--- config.mk ---
export PLATFORM = sky130hd
export DESIGN_NAME = mfcb_top
export DESIGN_NICKNAME = d
export VERILOG_FILES = /design/src/verilog/mfcb_pkg.sv /design/src/verilog/mfcb_top.sv
export SDC_FILE = /design/constraint.sdc
export NUM_CORES = 1
export LEC_CHECK = 0
export BUFFER_PORTS_ARGS = -buffer_cell sky130_fd_sc_hd__buf_4
export CAP_MARGIN = 20
export CORE_MARGIN = 3
export CORE_UTILIZATION = 30
export DETAILED_ROUTE_END_ITERATION = 16
export SYNTH_ARGS = -nofsm -noshare
export SYNTH_HDL_FRONTEND = slang
export SYNTH_SLANG_ARGS = --single-unit
--- constraint.sdc ---
create_clock -name clk -period 9.5 [get_ports clk]
set_input_delay 0.95 -clock clk [delete_from_list [all_inputs] [get_ports clk]]
set_output_delay 0.95 -clock clk [all_outputs]
set_load 0.005 [all_outputs]
--- src/verilog/mfcb_pkg.sv ---
// mfcb_pkg: register map, field positions and shared types for the flow-control and buffer-count block.
// assumes a plain strobe register port and a single 50 MHz clock domain.
package mfcb_pkg;
    // -------------------------------------------------------------------------
    // register map (word offsets chosen for the plain port)
    // -------------------------------------------------------------------------
    localparam logic [3:0] ADDR_CONTROL_ONE  = 4'h0;
    localparam logic [3:0] ADDR_STATUS       = 4'h1;
    localparam logic [3:0] ADDR_PAUSE_TIMER  = 4'h2;
    localparam logic [3:0] ADDR_WATERMARKS   = 4'h3;
    localparam logic [3:0] ADDR_RX_DESC_ST   = 4'h4;
    localparam logic [3:0] ADDR_IRQ_ENABLES  = 4'h5;
    // -------------------------------------------------------------------------
    // field positions
    // -------------------------------------------------------------------------
    localparam int CTL_ON_BIT       = 15;
    localparam int CTL_RXON_BIT     = 8;
    localparam int CTL_AUTO_BIT     = 7;
    localparam int CTL_MANUAL_BIT   = 4;
    localparam int CTL_DEC_BIT      = 0;
    localparam int ST_COUNT_LSB     = 16;
    localparam int ST_MODULE_BIT    = 7;
    localparam int ST_TX_BIT        = 6;
    localparam int ST_RX_BIT        = 5;
    localparam int WM_EMPTY_LSB     = 0;
    localparam int WM_FULL_LSB      = 16;
    localparam int IEN_PENDING_BIT  = 6;
    localparam int IRQ_PEND_BIT     = 6;
    // -------------------------------------------------------------------------
    // reset values and timing
    // -------------------------------------------------------------------------
    localparam logic [31:0] RESET_WORD   = 32'h0000_0000;
    localparam logic [7:0]  COUNT_MAX    = 8'hFF;
    localparam logic [7:0]  COUNT_ZERO   = 8'h00;
    localparam logic [15:0] PAUSE_ZERO   = 16'h0000;
    localparam int          QUANTA_HALF  = 64;
    localparam real         TXCLK_10M_MHZ  = 2.5;
    localparam real         TXCLK_100M_MHZ = 25.0;
    localparam int          MODULE_DRAIN_CYCLES = 4;

    typedef struct packed {
        logic        valid;
        logic [15:0] quanta;
    } mfcb_pause_s;

    typedef enum logic [2:0] {
        PS_IDLE  = 3'b001,
        PS_WAIT  = 3'b010,
        PS_SEND  = 3'b100
    } mfcb_pause_e;
endpackage

--- src/verilog/mfcb_top.sv ---
// mfcb_top: pause-frame generation, received-buffer counting and busy status of an ethernet controller.
// assumes tx_clk_tick is a one-cycle pulse per tx clock edge from the tx domain, already synchronous here;
// rx and tx activity inputs come from mac logic on the same clock.
//
// Notes on behaviour
// - auto pause on and count reaches full watermark turns flow control on.
// - auto pause on and count falls to empty watermark turns flow control off.
// - manual pause sends pause frame, resent every 128*value/2 tx clocks.
// - clearing manual pause sends one pause frame with zero timer value.
// - tx clock is 2.5 MHz at 10 Mbps, 25 MHz at 100 Mbps.
// - decrement control reads zero; writing one decrements count, zero does nothing.
// - simultaneous decrement and increment leave the count unchanged.
// - 8-bit count in status bits 23..16, raised by descriptors per packet.
// - count saturates at maximum and at zero.
// - auto flow control on and count at maximum stalls receive logic.
// - auto flow control off, receive keeps going, count stays saturated.
// - count non-zero holds packet pending flag; irq only when enabled.
// - any write to rx descriptor start address clears the count.
// - turning module off does not clear the count.
// - module active bit 7 set while on or finishing after off.
// - transmit active bit 6 shows transmitting, zero when module off.
// - receive active bit 5 shows receiving, zero when module off.
// - busy transitions need not produce complete events.
// - status bits 31..24, 15..8, 4..0 read zero.
//
// Decided for this implementation: the strobed register port and the placing of the registers.
`timescale 1ns/1ns
module mfcb_top #(
    parameter int DESC_W = 4
) (
    // clock and reset
    input  wire logic                   clk,
    input  wire logic                   rst_n,
    // register port
    input  wire logic [3:0]             reg_addr,
    input  wire logic [31:0]            reg_wdata,
    input  wire logic                   reg_wr,
    input  wire logic                   reg_rd,
    output logic [31:0]                 reg_rdata,
    // tx clock tick and mac activity
    input  wire logic                   tx_clk_tick,
    input  wire logic                   tx_active_in,
    input  wire logic                   rx_active_in,
    input  wire logic                   module_drain_in,
    // receive packet done and descriptor count
    input  wire logic                   rx_pkt_done,
    input  wire logic [DESC_W-1:0]      rx_pkt_desc,
    // pause frame request to mac transmitter
    output mfcb_pkg::mfcb_pause_s       pause_req,
    input  wire logic                   pause_ack,
    // flow control state, receive stall and module and receive path enables
    output logic                        flow_ctrl_on,
    output logic                        rx_stall,
    output logic                        module_on,
    output logic                        rx_path_on,
    // packet pending
    output logic                        packet_pending_flag,
    output logic                        packet_pending_irq
);
    // -------------------------------------------------------------------------
    // register decode
    // -------------------------------------------------------------------------
    logic [31:0] ctl_q, ctl_d;
    logic [15:0] ptv_q;
    logic [31:0] wm_q;
    logic [31:0] ien_q;
    logic [7:0]  cnt_q, cnt_d;
    logic        fc_q, fc_d;
    logic [31:0] rdata_q;
    logic        wr_ctl, wr_ptv, wr_wm, wr_rxst, wr_ien;
    logic        dec_req;
    assign wr_ctl  = reg_wr && (reg_addr == mfcb_pkg::ADDR_CONTROL_ONE);
    assign wr_ptv  = reg_wr && (reg_addr == mfcb_pkg::ADDR_PAUSE_TIMER);
    assign wr_wm   = reg_wr && (reg_addr == mfcb_pkg::ADDR_WATERMARKS);
    assign wr_rxst = reg_wr && (reg_addr == mfcb_pkg::ADDR_RX_DESC_ST);
    assign wr_ien  = reg_wr && (reg_addr == mfcb_pkg::ADDR_IRQ_ENABLES);
    assign dec_req = wr_ctl && reg_wdata[mfcb_pkg::CTL_DEC_BIT];

    logic on_w, auto_w, man_w;
    logic [7:0] full_wm, empty_wm;
    assign on_w     = ctl_q[mfcb_pkg::CTL_ON_BIT];
    assign auto_w   = ctl_q[mfcb_pkg::CTL_AUTO_BIT];
    assign man_w    = ctl_q[mfcb_pkg::CTL_MANUAL_BIT];
    assign full_wm  = wm_q[mfcb_pkg::WM_FULL_LSB +: 8];
    assign empty_wm = wm_q[mfcb_pkg::WM_EMPTY_LSB +: 8];

    // decrement bit is never stored so it always reads back zero
    always_comb begin
        ctl_d = ctl_q;
        if (wr_ctl) begin
            ctl_d = reg_wdata;
            ctl_d[mfcb_pkg::CTL_DEC_BIT] = 1'b0;
        end
    end

    // -------------------------------------------------------------------------
    // received buffer count
    // -------------------------------------------------------------------------
    function automatic logic [7:0] sat_add(input logic [7:0] a, input logic [DESC_W-1:0] b);
        logic [8:0] s;
        s = {1'b0, a} + 9'(b);
        sat_add = s[8] ? mfcb_pkg::COUNT_MAX : s[7:0];
    endfunction

    logic inc_req;
    assign inc_req = rx_pkt_done && (rx_pkt_desc != '0);

    // clearing by start-address write wins; the off state never touches the count
    always_comb begin
        cnt_d = cnt_q;
        if (wr_rxst) begin
            cnt_d = mfcb_pkg::COUNT_ZERO;
        end else if (inc_req && dec_req) begin
            // the two strobes cancel whole, whatever the descriptor count of the packet
            cnt_d = cnt_q;
        end else if (inc_req) begin
            cnt_d = sat_add(cnt_q, rx_pkt_desc);
        end else if (dec_req && cnt_q != mfcb_pkg::COUNT_ZERO) begin
            cnt_d = cnt_q - 8'h01;
        end
    end

    // -------------------------------------------------------------------------
    // automatic flow control
    // -------------------------------------------------------------------------
    always_comb begin
        fc_d = fc_q;
        if (!auto_w) begin
            fc_d = 1'b0;
        end else if (cnt_q >= full_wm) begin
            fc_d = 1'b1;
        end else if (cnt_q <= empty_wm) begin
            fc_d = 1'b0;
        end
    end

    // -------------------------------------------------------------------------
    // manual pause frames: interval counted in tx clock ticks
    // -------------------------------------------------------------------------
    // interval of 128*value/2 ticks; a zero value gives one frame and no repeat
    mfcb_pkg::mfcb_pause_e ps_q, ps_d;
    logic [22:0] tick_cnt_q, tick_cnt_d;
    logic        man_prev_q;
    logic        zero_pend_q, zero_pend_d;
    mfcb_pkg::mfcb_pause_s req_q, req_d;
    logic [22:0] interval;
    assign interval = 23'(ptv_q) * 23'(mfcb_pkg::QUANTA_HALF);

    always_comb begin
        ps_d        = ps_q;
        tick_cnt_d  = tick_cnt_q;
        req_d       = req_q;
        zero_pend_d = zero_pend_q;
        if (man_prev_q && !man_w) begin
            zero_pend_d = 1'b1;
        end
        if (req_q.valid && pause_ack) begin
            req_d.valid = 1'b0;
        end
        case (ps_q)
            mfcb_pkg::PS_IDLE: begin
                if (man_w) begin
                    ps_d = mfcb_pkg::PS_SEND;
                end else if (zero_pend_d && !req_q.valid) begin
                    req_d       = '{valid: 1'b1, quanta: mfcb_pkg::PAUSE_ZERO};
                    zero_pend_d = 1'b0;
                end
            end
            mfcb_pkg::PS_SEND: begin
                if (!man_w) begin
                    ps_d = mfcb_pkg::PS_IDLE;
                // a new frame waits one cycle past the ack so valid always drops between frames
                end else if (!req_q.valid) begin
                    req_d      = '{valid: 1'b1, quanta: ptv_q};
                    tick_cnt_d = '0;
                    ps_d       = mfcb_pkg::PS_WAIT;
                end
            end
            mfcb_pkg::PS_WAIT: begin
                if (!man_w) begin
                    ps_d = mfcb_pkg::PS_IDLE;
                end else if (tx_clk_tick) begin
                    tick_cnt_d = tick_cnt_q + 23'h1;
                    if (tick_cnt_d >= interval && interval != '0) begin
                        ps_d = mfcb_pkg::PS_SEND;
                    end
                end
            end
            default: ps_d = mfcb_pkg::PS_IDLE;
        endcase
    end

    // -------------------------------------------------------------------------
    // module busy and activity status
    // -------------------------------------------------------------------------
    logic mod_busy_q, tx_busy_q, rx_busy_q, stall_q, pend_q, irq_q;
    logic [2:0] drain_q;
    logic [31:0] status_w;
    assign status_w = {8'h00, cnt_q, 8'h00, mod_busy_q, tx_busy_q, rx_busy_q, 5'h00};

    logic [31:0] rd_mux;
    assign rd_mux = (reg_addr == mfcb_pkg::ADDR_CONTROL_ONE) ? ctl_q :
                    (reg_addr == mfcb_pkg::ADDR_STATUS)      ? status_w :
                    (reg_addr == mfcb_pkg::ADDR_PAUSE_TIMER) ? {16'h0000, ptv_q} :
                    (reg_addr == mfcb_pkg::ADDR_WATERMARKS)  ? wm_q :
                    (reg_addr == mfcb_pkg::ADDR_IRQ_ENABLES) ? ien_q :
                    mfcb_pkg::RESET_WORD;

    always_ff @(posedge clk or negedge rst_n) begin
        if (!rst_n) begin
            ctl_q       <= mfcb_pkg::RESET_WORD;
            ptv_q       <= mfcb_pkg::PAUSE_ZERO;
            wm_q        <= mfcb_pkg::RESET_WORD;
            ien_q       <= mfcb_pkg::RESET_WORD;
            cnt_q       <= mfcb_pkg::COUNT_ZERO;
            fc_q        <= 1'b0;
            rdata_q     <= mfcb_pkg::RESET_WORD;
            ps_q        <= mfcb_pkg::PS_IDLE;
            tick_cnt_q  <= '0;
            man_prev_q  <= 1'b0;
            zero_pend_q <= 1'b0;
            req_q       <= '0;
        end else begin
            ctl_q       <= ctl_d;
            if (wr_ptv) ptv_q <= reg_wdata[15:0];
            if (wr_wm)  wm_q  <= reg_wdata & 32'h00FF_00FF;
            if (wr_ien) ien_q <= reg_wdata;
            cnt_q       <= cnt_d;
            fc_q        <= fc_d;
            rdata_q     <= reg_rd ? rd_mux : mfcb_pkg::RESET_WORD;
            ps_q        <= ps_d;
            tick_cnt_q  <= tick_cnt_d;
            man_prev_q  <= man_w;
            zero_pend_q <= zero_pend_d;
            req_q       <= req_d;
        end
    end

    // busy flags: module stays busy while draining after off, tx/rx forced low when off
    always_ff @(posedge clk or negedge rst_n) begin
        if (!rst_n) begin
            mod_busy_q <= 1'b0;
            tx_busy_q  <= 1'b0;
            rx_busy_q  <= 1'b0;
            drain_q    <= '0;
            stall_q    <= 1'b0;
            pend_q     <= 1'b0;
            irq_q      <= 1'b0;
        end else begin
            drain_q    <= on_w ? 3'(mfcb_pkg::MODULE_DRAIN_CYCLES) :
                          (drain_q != '0 && !module_drain_in) ? drain_q - 3'h1 : drain_q;
            mod_busy_q <= on_w || module_drain_in || (drain_q != '0);
            tx_busy_q  <= on_w && tx_active_in;
            rx_busy_q  <= on_w && rx_active_in;
            stall_q    <= auto_w && (cnt_d == mfcb_pkg::COUNT_MAX);
            pend_q     <= (cnt_d != mfcb_pkg::COUNT_ZERO);
            irq_q      <= (cnt_d != mfcb_pkg::COUNT_ZERO) && ien_q[mfcb_pkg::IEN_PENDING_BIT];
        end
    end

    // -------------------------------------------------------------------------
    // outputs
    // -------------------------------------------------------------------------
    assign reg_rdata           = rdata_q;
    assign pause_req           = req_q;
    assign flow_ctrl_on        = fc_q;
    assign rx_stall            = stall_q;
    assign module_on           = ctl_q[mfcb_pkg::CTL_ON_BIT];
    assign rx_path_on          = ctl_q[mfcb_pkg::CTL_RXON_BIT];
    assign packet_pending_flag = pend_q;
    assign packet_pending_irq  = irq_q;
endmodule

---- Word level (Yosys, flattened, before mapping) ----
Index checks and enable logic that the tools add are counted.
storage, ports and cells
  logic and storage cells ................. 120
  bits in registers ....................... 190
  input port bits ......................... 50
  output and inout port bits .............. 55
cells by class
  magnitude comparators ................... 3
  mux-type cells .......................... 38
  add/sub/neg operators ................... 4
  equality and inequality tests ........... 20
  reductions and logical operators ........ 35
operators by type and width
  cell                                                                 count
  32-bit 2-to-1 mux                                                    6
  23-bit 2-to-1 mux                                                    4
  17-bit 2-to-1 mux                                                    4
  23-bit case mux with 2 select lines                                  1
  8-bit 2-to-1 mux                                                     5
  17-bit case mux with 2 select lines                                  1
  3-bit 2-to-1 mux                                                     8
  23-bit by 1-bit adder with 23-bit output (second input constant)     1
  23-bit by 22-bit greater-or-equal comparator with 1-bit output       1
  23-bit nonzero test                                                  1
  1-bit logical AND                                                    18
  8-bit nonzero test                                                   2
  2-bit != test (second input constant)                                7
  5-bit AND reduction                                                  2
  8-bit by 4-bit adder with 9-bit output                               1
  3-bit != test (second input constant)                                3
  3-bit case mux with 3 select lines                                   1
  4-bit by 2-bit == test with 1-bit output (second input constant)     2
  4-bit by 3-bit == test with 1-bit output (second input constant)     2
  8-bit == test (second input constant)                                1
  8-bit greater-or-equal comparator                                    1
  8-bit <= comparator                                                  1
  1-bit 2-to-1 mux                                                     8
  8-bit by 1-bit subtractor with 8-bit output (second input constant)  1
  13 further kinds                                                     18

---- Longest topological paths before layout ----
  word-level depth ........................ 10
  depth in mapped cells ................... 14

---- Worst setup path after synthesis ----
No wires, ideal clock.
  path type ............................... input port to flip-flop
  from .................................... input rx_pkt_desc[0]
  to ...................................... register pend_q, in the netlist packet_pending_flag
  stages on the path ...................... 10
  path slack .............................. 6.343 ns
  arrival time ............................ 3.019 ns
  required time ........................... 9.362 ns
  path through ............................ ha_1 -> inv_1 -> fa_1 -> nand2b_1 -> a211oi_1 -> nand2b_1 -> o221ai_1 -> clkinv_1 -> or4_1 -> or4_1
between the ends
  longest elaborated chain between the ends .. 6
  elaborated cells on any way between the ends .. 9
ends and longest elaborated chain
  item                                                                                 RTL line                          RTL
  from (decl)                                                                          mfcb_top.sv:47                    input wire logic [DESC_W-1:0] rx_pkt_desc,
  8-bit by 4-bit adder with 9-bit output / 4-bit nonzero test (equally long branches)  mfcb_top.sv:101, mfcb_top.sv:106
  8-bit 2-to-1 mux / 1-bit logical AND (equally long branches)                         mfcb_top.sv:102, mfcb_top.sv:106
  8-bit 2-to-1 mux / 1-bit logical AND (equally long branches)                         mfcb_top.sv:116, mfcb_top.sv:113
  8-bit 2-to-1 mux (*)                                                                 mfcb_top.sv:113                   end else if (inc_req && dec_req) begin
  8-bit 2-to-1 mux (*)                                                                 mfcb_top.sv:111                   if (wr_rxst) begin
  named net cnt_d[3]                                                                   mfcb_top.sv:67                    logic [7:0] cnt_q, cnt_d;
  8-bit nonzero test (*)                                                               mfcb_top.sv:256                   pend_q <= (cnt_d != mfcb_pkg::COUNT_ZERO);
  to (signal assigned)                                                                 mfcb_top.sv:256
  to (decl)                                                                            mfcb_top.sv:196                   logic mod_busy_q, tx_busy_q, rx_busy_q, stall_q, pend_q, irq_q;
The timed path passes the listed nets; every way through them passes the cells marked *.
A chain may end at the register's enable or synchronous reset.

---- Worst setup path in the final report ----
  from .................................... register tick_cnt_q[3]
  to ...................................... register ps_q[2]
between the ends
  longest elaborated chain between the ends .. 5
ends and longest elaborated chain
  item                                                            RTL line         RTL
  from (decl)                                                     mfcb_top.sv:142  logic [22:0] tick_cnt_q, tick_cnt_d;
  from (signal assigned)                                          mfcb_top.sv:232  tick_cnt_q <= tick_cnt_d;
  23-bit by 1-bit adder with 23-bit output                        mfcb_top.sv:183  tick_cnt_d = tick_cnt_q + 23'h1;
  23-bit by 22-bit greater-or-equal comparator with 1-bit output  mfcb_top.sv:184  if (tick_cnt_d >= interval && interval != '0) begin
  1-bit logical AND                                               mfcb_top.sv:184
  3-bit != test (no source line)                                  -
  4-bit AND reduction (no source line)                            -
  to (signal assigned)                                            mfcb_top.sv:218  ps_q <= mfcb_pkg::PS_IDLE;
  to (signal assigned)                                            mfcb_top.sv:231  ps_q <= ps_d;
  to (decl)                                                       mfcb_top.sv:141  mfcb_pkg::mfcb_pause_e ps_q, ps_d;
Every way passes these cells.

==> results.yml <==
logic_synthesis:
  synth_ff_type: "dfrtp_1"
  syn-cell-area_um2: 9537
  yosys_warnings: 0
  syn_inst: 860
  ys_seq_area_share_pct: 49.87
  avgSynthCellArea_um2: 11.09
  ys_types: 74
  synth_nets: 953
  synth-seq-cells: 190
  postSynth.asyncResetShare_pct: 100.0
  synth_edf_count: 0
critical_path:
  crit_path_start_kind: "flop"
  path_cells: "nand3_1 -> nor4_1 -> and3_1 -> nand4_1 -> xnor2_1 -> ha_1 -> o21a_1 -> o21ai_0 -> a31oi_1 -> nor3_1 -> a21oi_1 -> a221o_1"
  cp.required_ns: 9.82
  ff2ff_setup_slack_ns: 5.94
  cp_slowest_stage_delay_ns: 0.74
  critPathTopFamily: "simple AND/OR/NAND/NOR gates"
  cp-end-kind: "flop"
  worstPathArrival_ns: 3.88
  path_class: "reg2reg"
  path_buf_inv: 0
  cp_max_fo: 6
  slowest_stage: "nor4_1"
clock_network:
  clock_latency_ns: 0.44
  clockRootBuffer: "clkbuf_16"
  cts_buffers: 17
  cts_resized: 0
  clock_path_buffers: 2
  cts_tree: "done"
  cts_hold_buffers: 0
  cts.sinks: 190
  postCtsSetupBuffers: 0
  cts_max_level: 4
  cts.clk_slew.worst_paths_ns: 0.08
detailed_routing:
  first_iter_violations: 417
  ant_nets: 0
  vias: 6951
  vias_per_cell: 5.107
  dr.pass1.iters: 5
  wl_per_cell_um: 18.56
  drc: 0
  postRouteWirelength_mm: 25.26
finish:
  mostFrequentLayoutCells: "dfrtp_1, buf_4, mux2_2, inv_1, nand2_1"
  instances_no_fill: 1361
  area.growth.synth_to_final_pct: 18.66
  drive_gt1_share_pct: 26.32
  fin_nets: 1045
  layout_commonest_cell: "dfrtp_1"
  fin_util_pct: 36.51
  fill_cells: 3055
  diodes: 0
timing:
  min_period_ns: 3.561
  hold_violations: 0
  fmax_mhz: 280.8
  slew_viol_final: 0
  finalClockSkew_ns: 0.01824
  tns_ns: 0
  setup_viol: 0
  fin_ws_ns: 5.939
  tightest_slew_ns: 0.8718
  rsz0062_at_grt: "no"
  relSlewSlack_pct: 41.88
  post-route-period-util_pct: 37.49
die:
  dieArea_um2: 33960
  core.rowCount: 64
  ios: 105
  core-area_um2: 30990
  dieWidth_um: 184.3
  die_y_um: 184.3
  initial_core_util_pct: 30.77
global_route:
  grt_pass1_wl_mm: 40.75
  grt_max_degree: 126
  first_global_vias: 7243
  overflow: 0
  antenna_found_initial: 0
  grtUsageTotal_pct: 15.23
pwr:
  powerDensity_nw_per_um2: 212.7
  total_leakage_power_nw: 5.212
  peakVddDrop_mv: 0.1199
placement:
  pre_cts_slack_ns: 5.841
  place_inst: 1328
  post-dp-hpwl_mm: 17.88
  io_buffers: 104
  place_congestion: 0.8426
flow_run:
  maxCapViolCount: 0
hold_path:
  hp-class: "reg2reg"
outcome:
  status: "finished clean"
==> area by class of cell <==
class                   instances  area (um2)  share of cell area (%)
clock inverters                13       123.9                   1.095
well taps                     396       495.5                   4.379
clock buffers                  19       442.9                   3.914
repair buffers                112       867.1                   7.663
flip-flops and latches        190        4756                   42.03
multi-input cells             582        4447                   39.30
inverters                      49       183.9                   1.625
==> synth_stat cells, types with 10 or more instances <==
cell type | count | area, um2
nor3_1 | 16 | 80.08
ha_1 | 42 | 525.5
nand2b_1 | 10 | 62.56
a22oi_1 | 22 | 165.2
mux2_2 | 96 | 1081
clkbuf_1 | 29 | 108.9
nor2_1 | 41 | 153.9
xor2_1 | 10 | 87.58
a22o_1 | 27 | 236.5
o21ai_0 | 45 | 225.2
inv_1 | 48 | 180.2
xnor2_1 | 13 | 113.9
a21oi_1 | 32 | 160.2
nand3_1 | 21 | 105.1
nor2b_1 | 24 | 150.1
dfrtp_1 | 189 | 4730
nand2_1 | 48 | 180.2
==> cells by family after synthesis <==
kind of cell,synth area share (%)
and+or+nand+nor,12.44
AOI/OAI and AO/OA,14.13
DFF,49.87
muxes,12.18
buffers and inverters,3.555
adders and majority gates,5.720
xor gates and xnor gates,2.112
==> worst reg2reg max path, delay by kind of cell, from the launching register on <==
kind | cells | cell delay, ns
AOI/OAI and AO/OA | 5 | 0.90
DFF | 1 | 0.43
xor gates and xnor gates | 1 | 0.22
and+or+nand+nor | 5 | 1.62
adders and majority gates | 1 | 0.27
==> layer usage <==
| layer | wire [um] | part of all wire, % | track usage [%] |
|---|---|---|---|
| met4 | 430 | 1.7 | 4.475 |
| met3 | 1576 | 6.2 | 3.592 |
| met2 | 11360 | 45 | 23.65 |
| met1 | 11900 | 47 | 21.25 |
| met5 | 0 | 0 | 0 |
==> path summary, 6_finish.rpt <==
kind / from / depth (start not counted) / end
worst max-delay path: tick_cnt_q[3] / 12 / ps_q[2]
worst min-delay path: drain_q[2] / 1 / drain_q[2]
worst max register to register: tick_cnt_q[3] / 12 / ps_q[2]
worst min register to register: drain_q[2] / 1 / drain_q[2]
max in group asynchronous: rst_n / 3 / flow_ctrl_on
min in group asynchronous: rst_n / 1 / pause_req[8]
==> sequential cells by signal, indices dropped and copies added (netlist names), 3 cells and up <==
register,flops
ien_q,32
ctl_q,31
drain_q,3
tick_cnt_q,23
reg_rdata,32
ptv_q,16
pause_req,17
ps_q,3
cnt_q,8
wm_q,16
==> stage by stage <==
step                cell area (um2)  hold slack (ns)  power (mW)
global placement              10720           0.4687       1.706
global route                  11320           0.5086       2.563
finish                        11320           0.4875       2.407
floorplan                      9537           0.4467       1.474
detailed placement            10720           0.4779       1.721
CTS                           11290           0.4872       2.429
==> report_power, final <==
| group | internal [mW] | switching [mW] | leakage, nW |
|---|---|---|---|
| Combinational | 0.288 | 0.287 | 2.50 |
| Clock | 0.354 | 0.345 | 0.272 |
| Sequential | 0.959 | 0.175 | 2.44 |
| Total | 1.60 | 0.807 | 5.21 |
No activity file was read; power rests on OpenSTA's default activity.
